===== src/hdl/power_latency_pkg.sv =====
// constants for the bridge power and latency control slice
package power_latency_pkg;
  localparam int unsigned OVR_HI = 22;
  localparam int unsigned OVR_LO = 20;
  localparam int unsigned SPEC_OFF_BIT = 19;
  localparam int unsigned SHORT_HI = 18;
  localparam int unsigned SHORT_LO = 16;
  localparam int unsigned DEEP_HI = 15;
  localparam int unsigned DEEP_LO = 13;
  localparam int unsigned VC_BIT = 12;
  localparam int unsigned D3_STOP_BIT = 11;
  localparam int unsigned BEACON_BIT = 10;
  localparam int unsigned CLK_N = 7;
  localparam logic [2:0] OVR_IGNORE = 3'h0;
  localparam logic [2:0] OVR_PIN = 3'h1;
  localparam logic [2:0] OVR_CLK = 3'h2;
  localparam logic [2:0] OVR_CLK_PIN = 3'h3;
  localparam logic [2:0] OVR_UNSUP = 3'h4;
  localparam logic [2:0] LAT_RESET = 3'h0;
  localparam logic OVR_RESET_BIT = 1'h0;
  localparam logic STICKY_RESET = 1'h0;
  typedef enum logic [1:0] {
    RD_PLAIN = 2'h0,
    RD_LINE = 2'h1,
    RD_MULTIPLE = 2'h3
  } mem_read_kind_t;
endpackage : power_latency_pkg


===== src/hdl/bridge_power_latency_control.sv =====
// general control bits 22:10: power override, prefetch, latency, clocks
module bridge_power_latency_control (
  input wire logic clock_i,
  input wire logic nrst_i,
  input wire logic aux_nrst_i,
  input wire logic wr_en_i,
  input wire logic [31:0] wr_data_i,
  input wire logic [31:0] wr_mask_i,
  output logic [31:0] rd_data_o,
  input wire logic power_short_i,
  input wire logic [6:0] clock_mask_i,
  input wire logic in_d3_i,
  input wire logic [1:0] read_kind_i,
  input wire logic is_config_or_power_msg_i,
  output logic power_limit_exceeded_pin_o,
  output logic [6:0] secondary_clock_stop_o,
  output logic unsupported_request_o,
  output logic prefetchable_o,
  output logic [2:0] cap_short_idle_exit_o,
  output logic [2:0] cap_deep_idle_exit_o,
  output logic beacon_wake_o
);
  // ********************************************
  // field access helpers
  // ********************************************
  // merge masked write data into a three-bit field
  function automatic logic [2:0] merge3(
      input logic [2:0] old_v,
      input logic [2:0] new_v,
      input logic [2:0] m);
    merge3 = (old_v & ~m) | (new_v & m);
  endfunction : merge3

  // merge masked write data into a single bit
  function automatic logic merge1(
      input logic old_v,
      input logic new_v,
      input logic m);
    merge1 = (old_v & ~m) | (new_v & m);
  endfunction : merge1

  // override codes that raise the pin
  function automatic logic pin_code(
      input logic [2:0] code);
    pin_code = (code == power_latency_pkg::OVR_PIN) ||
        (code == power_latency_pkg::OVR_CLK_PIN);
  endfunction : pin_code

  // override codes that stop masked clocks
  function automatic logic clk_code(
      input logic [2:0] code);
    clk_code = (code == power_latency_pkg::OVR_CLK) ||
        (code == power_latency_pkg::OVR_CLK_PIN);
  endfunction : clk_code

  // override code that refuses transactions
  function automatic logic ur_code(
      input logic [2:0] code);
    ur_code = (code == power_latency_pkg::OVR_UNSUP);
  endfunction : ur_code

  // plain reads lose prefetch when speculation is off
  function automatic logic may_prefetch(
      input logic [1:0] kind,
      input logic spec_off);
    may_prefetch = !spec_off ||
        (kind != power_latency_pkg::RD_PLAIN);
  endfunction : may_prefetch

  // readable word; bit 12 and unused bits read zero
  function automatic logic [31:0] pack_word(
      input logic [2:0] ovr,
      input logic spec_off,
      input logic [2:0] short_lat,
      input logic [2:0] deep_lat,
      input logic d3_stop,
      input logic beacon);
    logic [31:0] w;
    w = 32'h0000_0000;
    w[power_latency_pkg::OVR_HI:power_latency_pkg::OVR_LO] = ovr;
    w[power_latency_pkg::SPEC_OFF_BIT] = spec_off;
    w[power_latency_pkg::SHORT_HI:power_latency_pkg::SHORT_LO] =
        short_lat;
    w[power_latency_pkg::DEEP_HI:power_latency_pkg::DEEP_LO] =
        deep_lat;
    w[power_latency_pkg::VC_BIT] = 1'h0;
    w[power_latency_pkg::D3_STOP_BIT] = d3_stop;
    w[power_latency_pkg::BEACON_BIT] = beacon;
    pack_word = w;
  endfunction : pack_word

  // ********************************************
  // register fields
  // ********************************************
  logic [2:0] ovr_q;
  logic [2:0] ovr_d;
  logic spec_off_q;
  logic spec_off_d;
  logic [2:0] short_q;
  logic [2:0] short_d;
  logic [2:0] deep_q;
  logic [2:0] deep_d;
  logic d3_stop_q;
  logic d3_stop_d;
  logic beacon_q;
  logic beacon_d;
  logic power_short_s1_q;
  logic power_short_q;
  logic pin_q;
  logic [6:0] clk_stop_q;

  // ********************************************
  // write data and mask slices
  // ********************************************
  wire [2:0] ovr_wdata =
      wr_data_i[power_latency_pkg::OVR_HI:power_latency_pkg::OVR_LO];
  wire [2:0] ovr_wmask =
      wr_mask_i[power_latency_pkg::OVR_HI:power_latency_pkg::OVR_LO];
  wire [2:0] short_wdata =
      wr_data_i[power_latency_pkg::SHORT_HI:power_latency_pkg::SHORT_LO];
  wire [2:0] short_wmask =
      wr_mask_i[power_latency_pkg::SHORT_HI:power_latency_pkg::SHORT_LO];
  wire [2:0] deep_wdata =
      wr_data_i[power_latency_pkg::DEEP_HI:power_latency_pkg::DEEP_LO];
  wire [2:0] deep_wmask =
      wr_mask_i[power_latency_pkg::DEEP_HI:power_latency_pkg::DEEP_LO];
  wire spec_off_wdata =
      wr_data_i[power_latency_pkg::SPEC_OFF_BIT];
  wire spec_off_wmask =
      wr_mask_i[power_latency_pkg::SPEC_OFF_BIT];
  wire d3_stop_wdata =
      wr_data_i[power_latency_pkg::D3_STOP_BIT];
  wire d3_stop_wmask =
      wr_mask_i[power_latency_pkg::D3_STOP_BIT];
  wire beacon_wdata =
      wr_data_i[power_latency_pkg::BEACON_BIT];
  wire beacon_wmask =
      wr_mask_i[power_latency_pkg::BEACON_BIT];

  // ********************************************
  // next field values
  // ********************************************
  assign ovr_d = wr_en_i ?
      merge3(ovr_q, ovr_wdata, ovr_wmask) : ovr_q;
  assign short_d = wr_en_i ?
      merge3(short_q, short_wdata, short_wmask) : short_q;
  assign deep_d = wr_en_i ?
      merge3(deep_q, deep_wdata, deep_wmask) : deep_q;
  assign spec_off_d = wr_en_i ?
      merge1(spec_off_q, spec_off_wdata, spec_off_wmask) : spec_off_q;
  assign d3_stop_d = wr_en_i ?
      merge1(d3_stop_q, d3_stop_wdata, d3_stop_wmask) : d3_stop_q;
  assign beacon_d = wr_en_i ?
      merge1(beacon_q, beacon_wdata, beacon_wmask) : beacon_q;

  // ********************************************
  // link, global or power-on reset domain
  // ********************************************
  always_ff @(posedge clock_i) begin
    if (!nrst_i) begin
      ovr_q <= power_latency_pkg::OVR_IGNORE;
    end else begin
      ovr_q <= ovr_d;
    end
  end

  always_ff @(posedge clock_i) begin
    if (!nrst_i) begin
      spec_off_q <= power_latency_pkg::OVR_RESET_BIT;
    end else begin
      spec_off_q <= spec_off_d;
    end
  end

  always_ff @(posedge clock_i) begin
    if (!nrst_i) begin
      short_q <= power_latency_pkg::LAT_RESET;
    end else begin
      short_q <= short_d;
    end
  end

  always_ff @(posedge clock_i) begin
    if (!nrst_i) begin
      deep_q <= power_latency_pkg::LAT_RESET;
    end else begin
      deep_q <= deep_d;
    end
  end

  // ********************************************
  // sticky bits, cleared only by auxiliary power-on
  // ********************************************
  always_ff @(posedge clock_i) begin
    if (!aux_nrst_i) begin
      d3_stop_q <= power_latency_pkg::STICKY_RESET;
    end else begin
      d3_stop_q <= d3_stop_d;
    end
  end

  always_ff @(posedge clock_i) begin
    if (!aux_nrst_i) begin
      beacon_q <= power_latency_pkg::STICKY_RESET;
    end else begin
      beacon_q <= beacon_d;
    end
  end

  // ********************************************
  // slot power status synchroniser
  // ********************************************
  always_ff @(posedge clock_i) begin
    if (!nrst_i) begin
      power_short_s1_q <= 1'h0;
      power_short_q <= 1'h0;
    end else begin
      power_short_s1_q <= power_short_i;
      power_short_q <= power_short_s1_q;
    end
  end

  // ********************************************
  // power override response
  // ********************************************
  wire short_now = power_short_q;
  wire pin_mode = pin_code(ovr_q);
  wire clk_mode = clk_code(ovr_q);
  wire unsup_mode = ur_code(ovr_q);
  wire mask_active = clk_mode && short_now;
  wire d3_active = d3_stop_q && in_d3_i;
  wire pin_d = pin_mode && short_now;
  wire [6:0] clk_stop_d;

  // one stop request per secondary clock
  genvar gi;
  generate
    for (gi = 0; gi < power_latency_pkg::CLK_N; gi = gi + 1) begin : g_clk
      assign clk_stop_d[gi] =
          (mask_active && clock_mask_i[gi]) || d3_active;
    end
  endgenerate

  always_ff @(posedge clock_i) begin
    if (!nrst_i) begin
      clk_stop_q <= 7'h00;
    end else begin
      clk_stop_q <= clk_stop_d;
    end
  end

  always_ff @(posedge clock_i) begin
    if (!nrst_i) begin
      pin_q <= 1'h0;
    end else begin
      pin_q <= pin_d;
    end
  end

  assign power_limit_exceeded_pin_o = pin_q;
  assign secondary_clock_stop_o = clk_stop_q;
  assign unsupported_request_o = unsup_mode && short_now &&
      !is_config_or_power_msg_i;

  // ********************************************
  // prefetch and mirrored fields
  // ********************************************
  assign prefetchable_o =
      may_prefetch(read_kind_i, spec_off_q);
  assign cap_short_idle_exit_o = short_q;
  assign cap_deep_idle_exit_o = deep_q;
  assign beacon_wake_o = beacon_q;

  // ********************************************
  // register read back
  // ********************************************
  assign rd_data_o = pack_word(
      ovr_q,
      spec_off_q,
      short_q,
      deep_q,
      d3_stop_q,
      beacon_q);
endmodule : bridge_power_latency_control


===== config.mk =====
export PLATFORM = sky130hd
export DESIGN_NAME = bridge_power_latency_control
export DESIGN_NICKNAME = d
export VERILOG_FILES = /design/src/hdl/power_latency_pkg.sv /design/src/hdl/bridge_power_latency_control.sv
export SDC_FILE = /design/constraint.sdc
export NUM_CORES = 1
export LEC_CHECK = 0
export BUFFER_PORTS_ARGS = -buffer_cell sky130_fd_sc_hd__clkbuf_2
export CORE_MARGIN = 10
export CORE_UTILIZATION = 32
export CTS_CLUSTER_DIAMETER = 120
export DETAILED_ROUTE_END_ITERATION = 8
export PLACE_DENSITY = 0.86
export SLEW_MARGIN = 20
export SYNTH_ARGS = -nofsm -noshare
export SYNTH_HDL_FRONTEND = slang
export SYNTH_SLANG_ARGS = --single-unit

===== constraint.sdc =====
create_clock -name clock_i -period 1 [get_ports clock_i]
set_clock_uncertainty 0.1 [all_clocks]
set_input_delay 0.2 -clock clock_i [delete_from_list [all_inputs] [get_ports clock_i]]
set_output_delay 0.2 -clock clock_i [all_outputs]
set_load 0.01 [all_outputs]

== Word level (Yosys, flattened, before mapping) ==
Cells that the tools add are included.
Operators by class
  eq/ne operators: 4
  bitwise operators: 24
  reductions and logical operators: 25
Operators by type and width (number)
  $and 3x3->3: 6
  $logic_and 1x1->1: 12
  $logic_or 1x1->1: 10
  $not 3->3: 3
  $or 3x3->3: 3
  $and 1x1->1: 6
  $eq 3x2->1 const B: 2
  $eq 3x1->1 const B: 1
  $eq 3x3->1 const B: 1
  $not 1->1: 3
  $or 1x1->1: 3
  $logic_not 1->1: 2
  $reduce_bool 2->1: 1
Word-level totals
  register bits after elaboration: 22
  bits of input ports: 80
  output and inout bits: 49
  logic and storage cells: 63

== Logic depth before layout (Yosys ltp) ==
  depth in word-level cells: 5
  mapped depth: 3
  depth with buffers taken out: 2

== Worst setup path before layout ==
OpenSTA, ideal clock, no wires.
  path kind: register to output
  from: register (tool-made name)
  to: output port unsupported_request_o
  data arrival time: 0.652 ns
  slack: 0.048 ns
  stages on the path, launching flop included: 3
  buffers on the path: 0
  cell sequence: dfxtp_1 nor2_1 and4b_1
RTL lines
  end: declaration: RTL line bridge_power_latency_control.sv:17  | output logic unsupported_request_o,

==> results.txt <==
Critical Path Fanout Max = 2
Post-DRT Antenna Nets = 0
Final Worst Setup Slack = -0.373 ns
Placed Area = 1330 sq um
Status = finished, violations left
Gr ovfl total = 0
CTS sink count = 22
Synthesis Warnings = 0
Crit path kind = reg2out
Failing checks = negative setup slack
CTS H-tree lvls = 1
FF+latch count, synth = 22
RSZ-0062 raised after global routing = yes
Number of top-level pins = 129
Synth Instances = 114
CP Cell Sequence = nor2_1 -> and4b_1 -> buf_6
Post-DP HPWL = 2510 um
CP top delay family = flip-flops
Syn-to-layout area delta = 52.3%
Port buffer count = 68
# DRC = 0
Total core area = 3130 sq um
Vias in the first global route = 1035
Fill cells = 298
Post-synthesis sequential area ratio = 0.411
Worst hold path depth = 3
Reg2reg setup slack = -0.14 ns
Final TNS setup = -3.84 ns
Hold_sp = clock_mask_i[4]
Drt pass-1 iters = 4
Commonest cells after routing, fill and taps aside = clkbuf_2, buf_6, conb_1
CP Depth = 3
Critical path arrival = 1.07 ns
Final instance area = 1630 sq um
Worst skew pair latency = 0.30 ns
Max Root-Sink Buffers = 2
Die H = 77.9 um
CTS buffer count = 3
Type of element capturing the critical path = output pin
Period utilization = 1.37
Clock tree root driver cell = clkbuf_4
Post-DR wirelength/cell = 14.0 um
Vias = 960
Largest net degree at the start of global routing = 25
First DRT Iteration DRCs = 46
N_diodes = 0
Tot Pwr = 1.77 mW
Global-route wire length before repair = 4730 um
# Max-Cap Violations = 0
Worst hold path endpoint = secondary_clock_stop_o[4]
Synthesized cell area = 1070 sq um
Final wirelength = 3190 um
Average cell area after synthesis = 9.39 sq um
Max Freq = 728 MHz
All-Layer GR Usage = 0.0931
Tmin final = 1.37 ns
Critical Path Max Stage Delay = 0.34 ns
FF-to-FF path depth = 3
Initial antenna violation count = 0
Final Hold Viols = 0
Yosys cell types = 17
CTS tree = done
Die ar. = 6060 sq um
Hold/Removal Path Class = in2reg
Clock Pin Slew Worst Setup and Hold Paths = 0.12 ns
Pwr Density = 1080 nW/um^2
Max rail drop VDD = 0.455 mV
Via density = 4.21
# setup viols final = 38
R2r endpoint = secondary_clock_stop_o[6]
Std cell rows = 20
Hold WS = 0.00607 ns
Slowest CP cell = dfxtp_2
Pre-CTS WS = -0.160 ns
GPL Wtd Cong = 0.748
Starting density of the core = 0.342
Most common cell after layout, fill and taps aside = clkbuf_2
Total Nets Final = 265
Startpoint Class = register
Req. time, crit path = 0.70 ns
Leak = 0.879 nW
Pins over their slew limit = 0
Die width = 77.9 um
Buf/Inv on CP = 1
Share of cells above drive strength 1 = 0.560
cells in the mapped netlist:
master,number,area share
and3_1,8,0.047
and4b_1,2,0.019
inv_1,7,0.025
buf_2,1,0.0047
nand4b_2,1,0.014
buf_4,30,0.21
dfxtp_1,22,0.41
conb_1,1,0.0035
buf_6,1,0.011
nor2_1,2,0.0070
nand2_1,1,0.0035
nand3_1,1,0.0047
o21ai_1,7,0.033
and3_2,4,0.028
o21a_1,12,0.084
a21boi_1,12,0.084
and2_1,2,0.012
how the worst max path moves through the flow:
stage,start,endpoint,slack (ns)
after detailed placement,wr_en_i,register,-0.16
final,register,unsupported_request_o,-0.37
after floorplan,register,unsupported_request_o,0.05
after global routing,register,unsupported_request_o,-0.41
after CTS,register,unsupported_request_o,-0.39
after global placement,wr_en_i,register,-0.14
layer usage:
metal	global-route usage	vias to the layer above	wire length, um
met2	0.181	45	1760
met5	0	-	0
met1	0.0802	435	1110
met3	0.0346	2	289
met4	0.0493	0	39
li1	-	478	-
per-stage QoR:
stage	utilization	instances
6_report	0.522	228
5_1_grt	0.522	228
3_5_place_dp	0.424	217
3_3_place_gp	0.424	217
2_1_floorplan	-	133
4_1_cts	0.466	227
power breakdown:
group	switching, mW	leakage (nW)	internal [mW]
Sequential	0.0254	0.188	0.909
Clock	0.264	0.0210	0.222
Combinational	0.153	0.670	0.197
Total	0.443	0.879	1.33
worst register-to-register path, stage by stage, from the launching register on:
cell	delay [ns]
dfxtp_2	0.35
buf_4	0.13
nand4b_2	0.30
o21ai_1	0.20
what timing repair did:
| item | 4_1_cts | 5_1_grt |
|---|---|---|
| hold buffers | 3 | 0 |
| pin swaps | 1 | 0 |
| setup buffers | 3 | 1 |
| hold endpoints to repair | 3 | 0 |
| gates resized for setup | 18 | 59 |
| endpoints found under the setup margin | 31 | 37 |
area by class of cell:
cell class / instances / area (sq um) / area share
clock buffer: 4 / 36.3 / 0.0222
inverter: 7 / 26.3 / 0.0161
multi-input combinational: 72 / 434 / 0.266
sequential: 22 / 468 / 0.287
tap: 44 / 55.1 / 0.0337
timing repair buffer: 79 / 612 / 0.375
cell families (layout without fill, tap and decap cells):
family | after synthesis | in the layout | share of synthesized area
and+or+nand+nor | 21 | 21 | 0.134
AOI/OAI and AO/OA | 31 | 31 | 0.201
other | 1 | 20 | 0.00350
DFF | 22 | 22 | 0.411
buffers and inverters | 39 | 90 | 0.250
No activity file was read; power rests on OpenSTA's default activity.
